[src/tsh_pkg.sv]
// tsh_pkg: offsets, reset values and types of the task state segment handler
package tsh_pkg;

	////////////////////////////////////////////////////////////////////////
	// legacy 16-bit segment, byte offsets of 16-bit words
	localparam logic [31:0] T16_LINK = 32'h0000_0000;
	localparam logic [31:0] T16_SP0 = 32'h0000_0002;
	localparam logic [31:0] T16_IP = 32'h0000_000e;
	localparam logic [31:0] T16_FLAGS = 32'h0000_0010;
	localparam logic [31:0] T16_GPR0 = 32'h0000_0012;
	localparam logic [31:0] T16_ES = 32'h0000_0022;
	localparam logic [31:0] T16_LDT = 32'h0000_002a;
	localparam logic [31:0] T16_LIMIT = 32'h0000_002c;

	// 32-bit segment offsets used by a full switch
	localparam logic [31:0] T32_PDB = 32'h0000_001c;
	localparam logic [31:0] T32_IP = 32'h0000_0020;
	localparam logic [31:0] T32_FLAGS = 32'h0000_0024;
	localparam logic [31:0] T32_LDT = 32'h0000_0060;

	// 64-bit segment offsets
	localparam logic [31:0] T64_RSP0 = 32'h0000_0004;
	localparam logic [31:0] T64_IST1 = 32'h0000_0024;
	localparam logic [31:0] T64_HALF = 32'h0000_0004;
	localparam logic [31:0] T64_IOMAP = 32'h0000_0066;

	// lookup selector codes: 0..2 stack levels, 3..9 table 1..7, 10 io map
	localparam logic [3:0] LK_IST1 = 4'h3;
	localparam logic [3:0] LK_IOMAP = 4'ha;

	////////////////////////////////////////////////////////////////////////
	// register map, byte addresses
	localparam logic [7:0] REG_CTRL = 8'h00;
	localparam logic [7:0] REG_STATE = 8'h04;
	localparam logic [7:0] REG_IRQ_ST = 8'h08;
	localparam logic [7:0] REG_IRQ_CLR = 8'h0c;
	localparam logic [7:0] REG_IRQ_EN = 8'h10;
	localparam logic [7:0] REG_PDB = 8'h14;
	localparam logic [31:0] CTRL_RST = 32'h0000_0001;
	localparam logic [31:0] PDB_RST = 32'h0000_0000;

	// event bits
	localparam int NUM_EV = 3;
	localparam int EV_FAULT = 0;
	localparam int EV_SWITCH = 1;
	localparam int EV_LOOKUP = 2;

	typedef enum logic [2:0] {
		K_JMP, K_CALL, K_SWINT, K_HWINT, K_INTERRUPT_RETURN_INSTR
	} tsh_kind_t;

	typedef enum logic [2:0] {
		C_NONE, C_DISABLED, C_MODE64, C_INTERRUPT_RETURN_INSTR_NT, C_LIMIT16, C_BAD_INDEX
	} tsh_cause_t;

endpackage : tsh_pkg

[src/tsh_handler.sv]
// tsh_handler: task state segment switch, checks and lookups for the core
//
// How it works
// [RULE1] in 64-bit mode a switch by jump, call or interrupt faults
// [RULE2] in 64-bit mode return with nested flag set faults
// [RULE3] a 16-bit segment is valid only with limit 2CH
// [RULE4] 16-bit dispatch keeps the page directory base as it was
// [RULE5] saving to a 16-bit segment stores only low halves of flags, ip
// [RULE6] 16-bit loads give registers with upper halves not kept
// [RULE7] a 16-bit task gets no io permission map
// [RULE8] fixed 16-bit word layout: link 0, ip 14, flags 16, ldt 42
// [RULE9] a switch loads page directory base from the incoming segment; the code loads it only on a jump, call or interrupt to a 32-bit segment
// [RULE10] stack pointers for levels 0-2 read as two halves from offset 4
// [RULE11] seven interrupt stack pointers as halves from offset 36
// [RULE12] io map base is a 16-bit offset from the segment base
// [RULE13] software keeps all segments in shared physical memory
// [RULE14] software builds a 64-bit segment and loads the task register
// [RULE15] software never runs a virtual-8086 task from a 16-bit segment
// [RULE16] nested flag set means return through the previous link
// [RULE17] 64-bit checks apply only while the core reports 64-bit mode
module tsh_handler import tsh_pkg::*; #(
	parameter int AW = 8
) (
	input wire logic clk_i,
	input wire logic resetn_i,
	input wire logic ce_i,
	input wire logic mode64_i,
	input wire logic sw_req_i,
	input wire tsh_kind_t sw_kind_i,
	input wire logic nt_flag_i,
	input wire logic [15:0] cur_sel_i,
	input wire logic [31:0] cur_base_i,
	input wire logic cur16_i,
	input wire logic [31:0] new_base_i,
	input wire logic new16_i,
	input wire logic [31:0] new_limit_i,
	input wire logic [31:0] save_ip_i,
	input wire logic [31:0] save_flags_i,
	input wire logic lk_req_i,
	input wire logic [3:0] lk_sel_i,
	output logic busy_o,
	output logic sw_done_o,
	output logic lk_done_o,
	output logic fault_o,
	output tsh_cause_t fault_cause_o,
	output logic [15:0] new_sel_o,
	output logic [31:0] new_ip_o,
	output logic [31:0] new_flags_o,
	output logic [15:0] new_ldt_o,
	output logic nested_task_o,
	output logic [31:0] page_directory_base_o,
	output logic io_map_valid_o,
	output logic [15:0] io_map_base_o,
	output logic [63:0] stack_ptr_o,
	output logic mem_req_o,
	output logic mem_we_o,
	output logic mem_half_o,
	output logic [31:0] mem_addr_o,
	output logic [31:0] mem_wdata_o,
	input wire logic mem_ack_i,
	input wire logic [31:0] mem_rdata_i,
	input wire logic psel_i,
	input wire logic penable_i,
	input wire logic pwrite_i,
	input wire logic [AW-1:0] paddr_i,
	input wire logic [31:0] pwdata_i,
	output logic [31:0] prdata_o,
	output logic pready_o,
	output logic pslverr_o,
	output logic irq_o
);

	typedef enum logic [3:0] {
		S_IDLE, S_SV_IP, S_SV_FL, S_LINK_WR, S_LD_IP, S_LD_FL, S_LD_LDT,
		S_LD_PDB, S_LINK_RD, S_LK_LO, S_LK_HI, S_DONE
	} tsh_state_t;

	tsh_state_t state_q, state_d;
	tsh_kind_t kind_q;
	tsh_cause_t cause_d;
	logic sw_go, lk_go, lk_bad, mem_st, acc, lk_ist;
	logic cur16_q, new16_q, interrupt_return_instr_q, fault_q, sw_done_q, lk_done_q;
	logic nested_q, iomv_q, lk_seq_q;
	logic [3:0] lk_sel_q;
	logic [15:0] sel_q, ldt_q, iomap_q, cur_sel_q;
	logic [31:0] cbase_q, nbase_q, ip_q, fl_q, sip_q, sfl_q, pdb_q;
	logic [31:0] ctrl_q, prdata_q, lk_off, lk_rel, rd_low;
	logic [63:0] ptr_q;
	logic [NUM_EV-1:0] irq_st, irq_en;
	tsh_cause_t cause_q;

	////////////////////////////////////////////////////////////////////////
	// request acceptance and checks

	assign busy_o = (state_q != S_IDLE);
	assign sw_go = ce_i && sw_req_i && !busy_o;
	// a switch request has priority; a lookup waits for the next free cycle
	assign lk_go = ce_i && lk_req_i && !sw_req_i && !busy_o;
	assign lk_bad = (lk_sel_i > LK_IOMAP);

	always_comb begin
		cause_d = C_NONE;
		if (!ctrl_q[0]) begin
			cause_d = C_DISABLED;
		end else if (mode64_i) begin // RULE17
			if (sw_kind_i != K_INTERRUPT_RETURN_INSTR) begin
				cause_d = C_MODE64; // RULE1
			end else if (nt_flag_i) begin
				cause_d = C_INTERRUPT_RETURN_INSTR_NT; // RULE2
			end
		end else if (sw_kind_i != K_INTERRUPT_RETURN_INSTR && new16_i &&
				new_limit_i != T16_LIMIT) begin
			cause_d = C_LIMIT16; // RULE3
		end
	end

	always_comb begin
		state_d = state_q;
		case (state_q)
			S_IDLE: begin
				if (sw_go) begin
					if (cause_d != C_NONE) begin
						state_d = S_IDLE;
					end else if (sw_kind_i == K_INTERRUPT_RETURN_INSTR) begin
						// nested return walks back through the link
						state_d = nt_flag_i ? S_LINK_RD : S_DONE; // RULE16
					end else begin
						state_d = S_SV_IP;
					end
				end else if (lk_go) begin
					state_d = lk_bad ? S_IDLE : S_LK_LO;
				end
			end
			S_SV_IP: if (mem_ack_i) state_d = S_SV_FL;
			S_SV_FL: begin
				if (mem_ack_i) begin
					state_d = (kind_q == K_JMP) ? S_LD_IP : S_LINK_WR;
				end
			end
			S_LINK_WR: if (mem_ack_i) state_d = S_LD_IP;
			S_LD_IP: if (mem_ack_i) state_d = S_LD_FL;
			S_LD_FL: if (mem_ack_i) state_d = S_LD_LDT;
			S_LD_LDT: begin
				if (mem_ack_i) begin
					state_d = new16_q ? S_DONE : S_LD_PDB; // RULE4
				end
			end
			S_LD_PDB: if (mem_ack_i) state_d = S_DONE;
			S_LINK_RD: if (mem_ack_i) state_d = S_DONE;
			S_LK_LO: begin
				if (mem_ack_i) begin
					state_d = (lk_sel_q == LK_IOMAP) ? S_DONE : S_LK_HI;
				end
			end
			S_LK_HI: if (mem_ack_i) state_d = S_DONE;
			S_DONE: state_d = S_IDLE;
			default: state_d = S_IDLE;
		endcase
	end

	always_ff @(posedge clk_i) begin
		if (!resetn_i) begin
			state_q <= S_IDLE;
		end else if (ce_i) begin
			state_q <= state_d;
		end
	end

	// request context, held for the whole sequence
	always_ff @(posedge clk_i) begin
		if (!resetn_i) begin
			kind_q <= K_JMP;
			cur16_q <= 1'b0;
			new16_q <= 1'b0;
			cbase_q <= 32'h0;
			nbase_q <= 32'h0;
			sip_q <= 32'h0;
			sfl_q <= 32'h0;
			cur_sel_q <= 16'h0;
			lk_sel_q <= 4'h0;
		end else if (sw_go) begin
			kind_q <= sw_kind_i;
			cur16_q <= cur16_i;
			new16_q <= new16_i;
			cbase_q <= cur_base_i;
			nbase_q <= new_base_i;
			sip_q <= save_ip_i;
			sfl_q <= save_flags_i;
			cur_sel_q <= cur_sel_i;
		end else if (lk_go) begin
			cbase_q <= cur_base_i;
			lk_sel_q <= lk_sel_i;
		end
	end

	////////////////////////////////////////////////////////////////////////
	// memory port toward the segments in system memory

	assign mem_st = (state_q != S_IDLE) && (state_q != S_DONE);
	assign acc = ce_i && mem_req_o && mem_ack_i;
	assign lk_ist = (lk_sel_q >= LK_IST1);
	assign lk_rel = {25'h0, lk_sel_q, 3'h0} - {25'h0, LK_IST1, 3'h0};
	assign lk_off = (lk_sel_q == LK_IOMAP) ? T64_IOMAP :
		lk_ist ? T64_IST1 + lk_rel : // RULE11
		T64_RSP0 + {25'h0, lk_sel_q, 3'h0}; // RULE10

	always_comb begin
		mem_req_o = mem_st;
		mem_we_o = 1'b0;
		mem_half_o = 1'b0;
		mem_addr_o = 32'h0;
		mem_wdata_o = 32'h0;
		case (state_q)
			S_SV_IP: begin
				mem_we_o = 1'b1;
				mem_half_o = cur16_q;
				mem_addr_o = cbase_q + (cur16_q ? T16_IP : T32_IP); // RULE8
				mem_wdata_o = cur16_q ? {16'h0, sip_q[15:0]} : sip_q; // RULE5
			end
			S_SV_FL: begin
				mem_we_o = 1'b1;
				mem_half_o = cur16_q;
				mem_addr_o = cbase_q + (cur16_q ? T16_FLAGS : T32_FLAGS);
				mem_wdata_o = cur16_q ? {16'h0, sfl_q[15:0]} : sfl_q; // RULE5
			end
			S_LINK_WR: begin
				mem_we_o = 1'b1;
				mem_half_o = 1'b1;
				mem_addr_o = nbase_q + T16_LINK;
				mem_wdata_o = {16'h0, cur_sel_q};
			end
			S_LD_IP: begin
				mem_half_o = new16_q;
				mem_addr_o = nbase_q + (new16_q ? T16_IP : T32_IP);
			end
			S_LD_FL: begin
				mem_half_o = new16_q;
				mem_addr_o = nbase_q + (new16_q ? T16_FLAGS : T32_FLAGS);
			end
			S_LD_LDT: begin
				mem_half_o = 1'b1;
				mem_addr_o = nbase_q + (new16_q ? T16_LDT : T32_LDT); // RULE8
			end
			S_LD_PDB: mem_addr_o = nbase_q + T32_PDB;
			S_LINK_RD: begin
				mem_half_o = 1'b1;
				mem_addr_o = cbase_q + T16_LINK; // RULE16
			end
			S_LK_LO: begin
				mem_half_o = (lk_sel_q == LK_IOMAP);
				mem_addr_o = cbase_q + lk_off;
			end
			S_LK_HI: mem_addr_o = cbase_q + lk_off + T64_HALF;
			default: mem_addr_o = 32'h0;
		endcase
	end

	// 16-bit words land in the low half; the upper half is not kept
	assign rd_low = {16'h0, mem_rdata_i[15:0]}; // RULE6

	////////////////////////////////////////////////////////////////////////
	// loaded state

	always_ff @(posedge clk_i) begin
		if (!resetn_i) begin
			ip_q <= 32'h0;
			fl_q <= 32'h0;
			ldt_q <= 16'h0;
			sel_q <= 16'h0;
		end else if (acc) begin
			case (state_q)
				S_LD_IP: ip_q <= new16_q ? rd_low : mem_rdata_i; // RULE6
				S_LD_FL: fl_q <= new16_q ? rd_low : mem_rdata_i; // RULE6
				S_LD_LDT: ldt_q <= mem_rdata_i[15:0];
				S_LINK_RD: sel_q <= mem_rdata_i[15:0]; // RULE16
				default: sel_q <= sel_q;
			endcase
		end
	end

	// only a 32-bit segment carries a page directory base
	always_ff @(posedge clk_i) begin
		if (!resetn_i) begin
			pdb_q <= PDB_RST;
		end else if (acc && state_q == S_LD_PDB) begin
			pdb_q <= mem_rdata_i; // RULE9
		end
	end

	always_ff @(posedge clk_i) begin
		if (!resetn_i) begin
			ptr_q <= 64'h0;
			iomap_q <= 16'h0;
		end else if (acc && state_q == S_LK_LO) begin
			if (lk_sel_q == LK_IOMAP) begin
				iomap_q <= mem_rdata_i[15:0]; // RULE12
			end else begin
				ptr_q <= {32'h0, mem_rdata_i}; // RULE10
			end
		end else if (acc && state_q == S_LK_HI) begin
			ptr_q[63:32] <= mem_rdata_i; // RULE11
		end
	end

	// nesting and io map availability of the task now running
	always_ff @(posedge clk_i) begin
		if (!resetn_i) begin
			nested_q <= 1'b0;
			iomv_q <= 1'b0;
		end else if (ce_i && state_q == S_DONE && !lk_seq_q) begin
			if (!interrupt_return_instr_q) begin
				nested_q <= (kind_q != K_JMP);
				iomv_q <= !new16_q; // RULE7
			end else begin
				nested_q <= 1'b0;
			end
		end
	end

	////////////////////////////////////////////////////////////////////////
	// answers and faults

	always_ff @(posedge clk_i) begin
		if (!resetn_i) begin
			fault_q <= 1'b0;
			cause_q <= C_NONE;
			sw_done_q <= 1'b0;
			lk_done_q <= 1'b0;
			interrupt_return_instr_q <= 1'b0;
		end else if (ce_i) begin
			fault_q <= (sw_go && cause_d != C_NONE) || (lk_go && lk_bad);
			if (sw_go && cause_d != C_NONE) begin
				cause_q <= cause_d;
			end else if (lk_go && lk_bad) begin
				cause_q <= C_BAD_INDEX;
			end
			if (sw_go) begin
				interrupt_return_instr_q <= (sw_kind_i == K_INTERRUPT_RETURN_INSTR);
			end else if (lk_go) begin
				interrupt_return_instr_q <= 1'b1;
			end
			sw_done_q <= (state_q == S_DONE) && !lk_seq_q;
			lk_done_q <= (state_q == S_DONE) && lk_seq_q;
		end
	end

	// remembers whether the finishing sequence was a lookup
	always_ff @(posedge clk_i) begin
		if (!resetn_i) begin
			lk_seq_q <= 1'b0;
		end else if (sw_go) begin
			lk_seq_q <= 1'b0;
		end else if (lk_go) begin
			lk_seq_q <= 1'b1;
		end
	end

	assign fault_o = fault_q;
	assign fault_cause_o = cause_q;
	assign sw_done_o = sw_done_q;
	assign lk_done_o = lk_done_q;
	assign new_sel_o = sel_q;
	assign new_ip_o = ip_q;
	assign new_flags_o = fl_q;
	assign new_ldt_o = ldt_q;
	assign nested_task_o = nested_q;
	assign page_directory_base_o = pdb_q;
	assign io_map_valid_o = iomv_q;
	assign io_map_base_o = iomap_q;
	assign stack_ptr_o = ptr_q;

	////////////////////////////////////////////////////////////////////////
	// register bus: zero wait states, read data caught in the setup cycle

	logic wr_acc, setup, mapped;
	logic [7:0] a8;
	assign a8 = 8'(paddr_i);
	assign setup = ce_i && psel_i && !penable_i;
	assign wr_acc = ce_i && psel_i && penable_i && pwrite_i;
	assign mapped = (a8 <= REG_PDB) && (a8[1:0] == 2'h0);
	assign pready_o = ce_i;
	assign pslverr_o = psel_i && penable_i && !mapped;
	assign prdata_o = prdata_q;

	always_ff @(posedge clk_i) begin
		if (!resetn_i) begin
			ctrl_q <= CTRL_RST;
		end else if (wr_acc && a8 == REG_CTRL) begin
			ctrl_q <= {31'h0, pwdata_i[0]};
		end
	end

	always_ff @(posedge clk_i) begin
		if (!resetn_i) begin
			prdata_q <= 32'h0;
		end else if (setup) begin
			case (a8)
				REG_CTRL: prdata_q <= ctrl_q;
				REG_STATE: prdata_q <= {21'h0, nested_q, iomv_q, busy_o,
					5'h0, cause_q};
				REG_IRQ_ST: prdata_q <= {29'h0, irq_st};
				REG_IRQ_EN: prdata_q <= {29'h0, irq_en};
				REG_PDB: prdata_q <= pdb_q;
				default: prdata_q <= 32'h0;
			endcase
		end
	end

	tsh_irq #(
		.N(NUM_EV)
	) u_irq (
		.clk_i(clk_i),
		.resetn_i(resetn_i),
		.ce_i(ce_i),
		.event_i({lk_done_q, sw_done_q, fault_q}),
		.clear_wr_i(wr_acc && a8 == REG_IRQ_CLR),
		.enable_wr_i(wr_acc && a8 == REG_IRQ_EN),
		.wdata_i(pwdata_i[NUM_EV-1:0]),
		.status_o(irq_st),
		.enable_o(irq_en),
		.irq_o(irq_o)
	);
endmodule : tsh_handler

[src/tsh_irq.sv]
// tsh_irq: sticky event status, enable mask and level interrupt
module tsh_irq import tsh_pkg::*; #(
	parameter int N = NUM_EV
) (
	input wire logic clk_i,
	input wire logic resetn_i,
	input wire logic ce_i,
	input wire logic [N-1:0] event_i,
	input wire logic clear_wr_i,
	input wire logic enable_wr_i,
	input wire logic [N-1:0] wdata_i,
	output wire logic [N-1:0] status_o,
	output wire logic [N-1:0] enable_o,
	output wire logic irq_o
);

	for (genvar i = 0; i < N; i++) begin : g_bit
		logic st_q;
		logic en_q;
		always_ff @(posedge clk_i) begin
			if (!resetn_i) begin
				st_q <= 1'b0;
			end else if (ce_i) begin
				// a new event beats a clear in the same cycle
				st_q <= event_i[i] | (st_q & ~(clear_wr_i & wdata_i[i]));
			end
		end
		always_ff @(posedge clk_i) begin
			if (!resetn_i) begin
				en_q <= 1'b0;
			end else if (ce_i && enable_wr_i) begin
				en_q <= wdata_i[i];
			end
		end
		assign status_o[i] = st_q;
		assign enable_o[i] = en_q;
	end

	assign irq_o = |(status_o & enable_o);

endmodule : tsh_irq

[config.mk]
export PLATFORM = sky130hd
export DESIGN_NAME = tsh_handler
export DESIGN_NICKNAME = d
export VERILOG_FILES = /design/src/tsh_pkg.sv /design/src/tsh_handler.sv /design/src/tsh_irq.sv
export SDC_FILE = /design/constraint.sdc
export NUM_CORES = 1
export LEC_CHECK = 0
export BUFFER_PORTS_ARGS = -buffer_cell sky130_fd_sc_hd__buf_2
export CAP_MARGIN = 10
export CORE_MARGIN = 3
export CORE_UTILIZATION = 25
export CTS_CLUSTER_DIAMETER = 30
export CTS_CLUSTER_SIZE = 10
export DETAILED_ROUTE_END_ITERATION = 7
export MAX_ROUTING_LAYER = met4
export PLACE_DENSITY_LB_ADDON = 0.2
export SLEW_MARGIN = 10
export SYNTH_ARGS = -nofsm -noshare
export SYNTH_HDL_FRONTEND = slang
export SYNTH_HIERARCHICAL = 1
export SYNTH_SLANG_ARGS = --single-unit
export TNS_END_PERCENT = 1
[constraint.sdc]
create_clock -name clk_i -period 7.9 [get_ports clk_i]
set_input_delay 1.58 -clock clk_i [delete_from_list [all_inputs] [get_ports clk_i]]
set_output_delay 1.58 -clock clk_i [all_outputs]
set_load 0.02 [all_outputs]
# Yosys cells after proc, flatten, opt, wreduce, memory -nomap -nowiden
# Index checks and enable logic that the tools add are counted.
word_totals:
  output_inout_bits: 319
  wordCells: 210
  register_bits: 414
classes:
  n_reduce_logical: 66
  add_sub_neg: 11
  order_cmp: 3
  n_mux: 48
  eq_ne: 31
  n_bitwise: 17
op_table:
  columns: ["operator", "count"]
  rows:
  - ["32-bit one-hot mux with 10 select lines", 1]
  - ["32-bit two-way mux", 9]
  - ["32-bit one-hot mux with 5 select lines", 1]
  - ["32-bit by 6-bit adder with 32-bit output", 4]
  - ["32-bit one-hot mux with 3 select lines", 1]
  - ["64-bit two-way mux", 1]
  - ["4-bit two-way mux", 14]
  - ["4-bit one-hot mux with 9 select lines", 1]
  - ["32-bit by 3-bit adder with 32-bit output (second input constant)", 1]
  - ["32-bit adder", 1]
  - ["32-bit by 5-bit adder with 32-bit output (second input constant)", 1]
  - ["32-bit by 7-bit adder with 32-bit output", 1]
  - ["32-bit by 6-bit inequality test with 1-bit output (second input constant)", 1]
  - ["1-bit logical AND", 30]
  - ["6-bit two-way mux", 4]
  - ["2-bit AND reduction", 11]
  - ["4-bit equality test (second input constant)", 5]
  - ["3-bit two-way mux", 6]
  - ["4-bit by 3-bit equality test with 1-bit output (second input constant)", 4]
  - ["8-bit by 4-bit equality test with 1-bit output (second input constant)", 2]
  - ["8-bit by 5-bit equality test with 1-bit output (second input constant)", 2]
  - ["2-bit inequality test (second input constant)", 8]
  - ["3-bit OR reduction", 4]
  - ["10-bit AND reduction", 1]
  - ["other kinds (31)", 62]

# Logic depth before layout (Yosys ltp)
logic_depth:
  word_depth: 10
  depth_mapped: 19
  depth_no_buf: 17

# Modules after synthesis
# The synthesis kept the hierarchy.
by_module_without_submodules:
  columns: ["mod", "area_per_inst_um2", "cells_per_inst", "n_inst"]
  rows:
  - ["tsh_handler", 21763.4, 2846, 1]
  - ["tsh_irq", 329.1, 34, 1]

# Worst setup path before layout
# Ideal clock, no wire load.
synth_path:
  path_kind: "register -> output"
  from: "reg lk_sel_q[0]"
  to: "out mem_addr_o[28]"
  n_path_buf: 2
  path_slack_ns: 1.960
  arrival_ns: 4.360
  stages_incl_launch_ff: 18
  required_time_ns: 6.320
  cell_sequence: "dfxtp_1 inv_1 ha_1 nand3b_1 buf_2 buf_1 nand2_1 ha_1 a21o_1 a21oi_1 a21oi_1 o31a_1 a211oi_2 nor4b_1 nand4_2 nor3_1 xnor2_1 o21ai_0"
synth_between:
  elab_chain_len: 7
  elab_cells_between_ends: 10
  cone_classes: "5 x add/sub; 1 x order compare; 1 x eq/ne; 3 x mux"
synth_rtl:
  columns: ["item", "line_no", "rtl"]
  rows:
  - ["start, declared", "tsh_handler.sv:84", "logic [3:0] lk_sel_q;"]
  - ["start signal, assigned", "tsh_handler.sv:192", "lk_sel_q <= lk_sel_i;"]
  - ["7-bit by 5-bit subtractor with 8-bit output", "tsh_handler.sv:202", "assign lk_rel = {25'h0, lk_sel_q, 3'h0} - {25'h0, LK_IST1, 3'h0};"]
  - ["7-bit by 8-bit adder with 9-bit output", "tsh_handler.sv:204", "lk_ist ? T64_IST1 + lk_rel :"]
  - ["32-bit two-way mux", "tsh_handler.sv:204", null]
  - ["32-bit two-way mux (*)", "tsh_handler.sv:203", "assign lk_off = (lk_sel_q == LK_IOMAP) ? T64_IOMAP :"]
  - ["32-bit adder (*)", "tsh_handler.sv:251, tsh_handler.sv:253", null]
  - ["32-bit by 3-bit adder with 32-bit output", "tsh_handler.sv:253", "S_LK_HI: mem_addr_o = cbase_q + lk_off + T64_HALF;"]
  - ["32-bit one-hot mux with 10 select lines (*)", "tsh_handler.sv:213", "case (state_q)"]
  - ["end, declared", "tsh_handler.sv:58", "output logic [31:0] mem_addr_o,"]
# Mark *: on every way between the ends. The rest lies on a longest branch, timed or not.

# Worst setup path after layout
layout_path:
  from: "reg lk_sel_q[0]"
  to: "out mem_addr_o[31]"
# The elaborated chain is that of the path after synthesis.

==> key figures <==
GRT
  • Initial antenna violation count: 13
  • Total GRT Usage: 0.216
  • Pin count of the biggest net entering global routing: 174
  • Number of global-route vias before repair: 22400
  • Global-route wire length before repair: 145000 microns
  • Grt ovf: 0

CTS
  • CTS H-tree depth: 3
  • Cts bufs inserted: 120
  • TritonCTS clock tree: yes
  • Hold Buf Count CTS: 0
  • Root Driver: clkbuf_16
  • Postcts setup bufs: 0
  • Cts repair resizes: 0
  • CTS max path bufs: 3
  • Worst-skew pair later-pin latency: 0.70 ns
  • Clock-pin slew on the worst setup and hold paths: 0.04 ns
  • Sink Count: 414

Placed design
  • RePlAce Congestion: 0.907
  • I/O Buffers: 557
  • Detail Placement HPWL: 72700 microns
  • Dpl cell area: 25800 sq um
  • Dpl cells: 4397
  • Worst slack, placed: 1.13 ns

Min path
  • Hold crit path type: reg2reg

Timing
  • Worst slew margin: 0.169
  • Worst Max-Slew Pin Slew: 1.25 ns
  • Setup_tns: 0 ns
  • Crit path time final: 7.50 ns
  • Worst hold slack: 0.457 ns
  • Unrepaired setup endpoints after global routing: no
  • Final setup vio count: 0
  • Fin. max-slew vios: 0
  • Fmax: 133 MHz
  • Period Utilization, post-route: 0.949
  • Hold Vio Cnt, Final: 0
  • Final setup margin: 0.404 ns
  • Clock Skew: 0.0527 ns

Floorplan
  • Horiz. Die Dim: 303 microns
  • Cell row count: 108
  • Top-Level Pins: 587
  • Die area: 92000 sq um
  • Initial Utilization: 0.253
  • CORE AREA: 87200 sq um
  • Die height: 303 microns

Cells and area
  • Final instance area: 30200 sq um
  • Area of the multi-input gates: 12800 sq um
  • Fin util: 0.346
  • Nets: 3661
  • Cell Count, Final, Fillers Out: 4631
  • Share of cells above drive strength 1: 0.246
  • Layout area overhead: 36.7%
  • Fill count: 9328
  • Storage element area: 8290 sq um

Outcome
  • Status: complete, no violations

Detailed routing
  • Remaining antenna violation count: 0
  • DR pass1 iterations: 7
  • Drt total wl: 100000 microns
  • WL/cell: 21.6 microns
  • DR vias: 22800
  • Vias/cell: 4.93
  • Iter 0 DRT Violations: 1876
  • Remaining DRCs: 0

Pwr
  • Worst vdd ir: 0.188 mV
  • Combinational share of power: 0.095
  • Internal power: 6.10 mW
  • PD cells: 271 nW/um^2
  • Total Power: 8.20 mW
  • Flop pwr share: 0.276
  • Sw Ratio: 0.256
  • Leak Pwr: 12.1 nW
  • Switch Pwr: 2.10 mW
  • Part of the power in the clock network: 0.629

Synthesis
  • Post-synth EDFFs: 0
  • Top FF cell, synth: dfxtp_1
  • Syn Inst Count: 2880
  • Synth Register Bits: 414
  • Syn Std Cell Area: 22100 sq um
  • Syn. warnings: 6
  • Synth unique cells: 94
  • Seq/Total Area, Yosys: 0.375
  • Syn Area/Cell: 7.67 sq um
  • Syn_nets: 3177
  • Ys async rst share: 0

Worst setup path
  • Worst Setup End Kind: output port
  • Worst setup SP type: flip-flop
  • Crit path DAT: 5.92 ns
  • Required @ worst endpoint: 6.32 ns
  • Setup CP Type: reg2out
  • Crit Path Max Fanout: 15

Job
  • MaxCap Viol Count: 0
## cells by family (layout without fill, tap and decap cells)
group / Yosys count / count (layout) / synth area share
simple gates: 1313 / 1313 / 0.264
compound gates: 735 / 735 / 0.242
flops: 414 / 414 / 0.375
buf+inv: 259 / 847 / 0.0471
xor+xnor: 102 / 102 / 0.0408
fa+ha+maj: 29 / 29 / 0.0171
mux: 28 / 28 / 0.0133
other cells: 0 / 8 / 0
## final timing paths
kind / slack, ns / from / end / cells past startpoint
worst max-delay path: 0.40 / lk_sel_q[0] / mem_addr_o[31] / 15
worst min-delay path: 0.46 / stack_ptr_o[42] / stack_ptr_o[42] / 2
worst max register to register: 4.19 / state_q[1] / stack_ptr_o[62] / 9
worst min register to register: 0.46 / stack_ptr_o[42] / stack_ptr_o[42] / 2
## worst max-delay path, cell delays in order (launching register included)
cell      delay [ns]
dfxtp_1         0.36
ha_1            0.24
or3_1           0.44
a21oi_1         0.18
ha_1            0.60
inv_2           0.19
o21ai_0         0.41
a221oi_1        0.25
nor3_2          0.38
mux2i_1         0.29
xor2_1          0.50
nand4_2         0.24
nor4bb_2        0.37
mux2_1          0.35
a211o_1         0.30
buf_2           0.16
## per-layer routing
metal  global-route usage  vias to the layer above  wire length, microns
li1                     -                    10900                     -
met1                0.257                    11000                 41500
met2                0.359                      738                 48600
met3               0.0589                      154                  7700
met4               0.0604                        0                  2420
met5                    -                        -                     0
## cells in the mapped netlist (10+ instances only)
| cell type | count | area share |
|---|---|---|
| a21boi_0 | 368 | 0.13 |
| a21o_1 | 10 | 0.0034 |
| a21oi_1 | 57 | 0.013 |
| a221oi_1 | 10 | 0.0040 |
| a222oi_1 | 12 | 0.0054 |
| a22oi_1 | 72 | 0.024 |
| and2_1 | 19 | 0.0054 |
| and3_1 | 13 | 0.0037 |
| clkbuf_1 | 189 | 0.032 |
| clkbuf_2 | 16 | 0.0036 |
| dfxtp_1 | 414 | 0.38 |
| ha_1 | 27 | 0.015 |
| inv_1 | 26 | 0.0044 |
| mux2i_1 | 26 | 0.012 |
| nand2_1 | 838 | 0.14 |
| nand2b_1 | 11 | 0.0031 |
| nand3_1 | 83 | 0.019 |
| nand4_1 | 24 | 0.0068 |
| nor2_1 | 108 | 0.018 |
| nor2b_1 | 69 | 0.020 |
| nor3_1 | 60 | 0.014 |
| nor4_1 | 18 | 0.0051 |
| o21a_1 | 14 | 0.0048 |
| o21ai_0 | 73 | 0.017 |
| o22ai_1 | 12 | 0.0034 |
| or2_2 | 10 | 0.0028 |
| xnor2_1 | 62 | 0.025 |
| xor2_1 | 39 | 0.015 |
## registers in the layout (all words and copies together) (netlist names), 16 cells and up
signal	cells
new_flags_o	32
new_ldt_o	16
new_sel_o	16
io_map_base_o	16
sip_q	32
page_directory_base_o	32
sfl_q	32
cbase_q	32
nbase_q	32
cur_sel_q	16
stack_ptr_o	64
new_ip_o	32
prdata_o	32
## layout by cell type, fill, tap and decap left out, types with 11 or more instances in the layout
master	count
nand4_1	24
a21boi_0	368
nand3_1	81
clkinv_2	25
nor2b_1	69
nor2_1	104
dfxtp_1	414
o21ai_0	73
and2_1	19
a222oi_1	12
o21a_1	14
nand2b_1	11
xor2_1	39
nor3_1	57
ha_1	27
nand2_1	838
and3_1	12
buf_4	35
inv_1	26
nor4_1	17
o22ai_1	12
clkbuf_8	31
a22oi_1	72
a21oi_1	56
xnor2_1	62
mux2i_1	26
clkbuf_16	120
clkbuf_1	18
buf_2	556
bufinv_16	19
## power by group through the flow
| stage | Combinational (mW) | Sequential (mW) | Clock (mW) |
|---|---|---|---|
| floorplan | 0.529 | 2.24 | 0 |
| global placement | 0.781 | 2.30 | 0 |
| detailed placement | 0.783 | 2.30 | 0 |
| CTS | 0.786 | 2.26 | 5.24 |
| global route | 0.857 | 2.27 | 5.36 |
| finish | 0.782 | 2.26 | 5.16 |
## area by class of cell
type | count | share of cell area
inverters | 28 | 0.00348
multi-input cells | 2207 | 0.426
well taps | 1155 | 0.0479
clock inverters | 57 | 0.0300
clock buffers | 169 | 0.116
flip-flops and latches | 414 | 0.275
repair buffers | 593 | 0.102
diodes | 8 | 0.000663
Note: power is estimated with default switching activity, not from simulation.
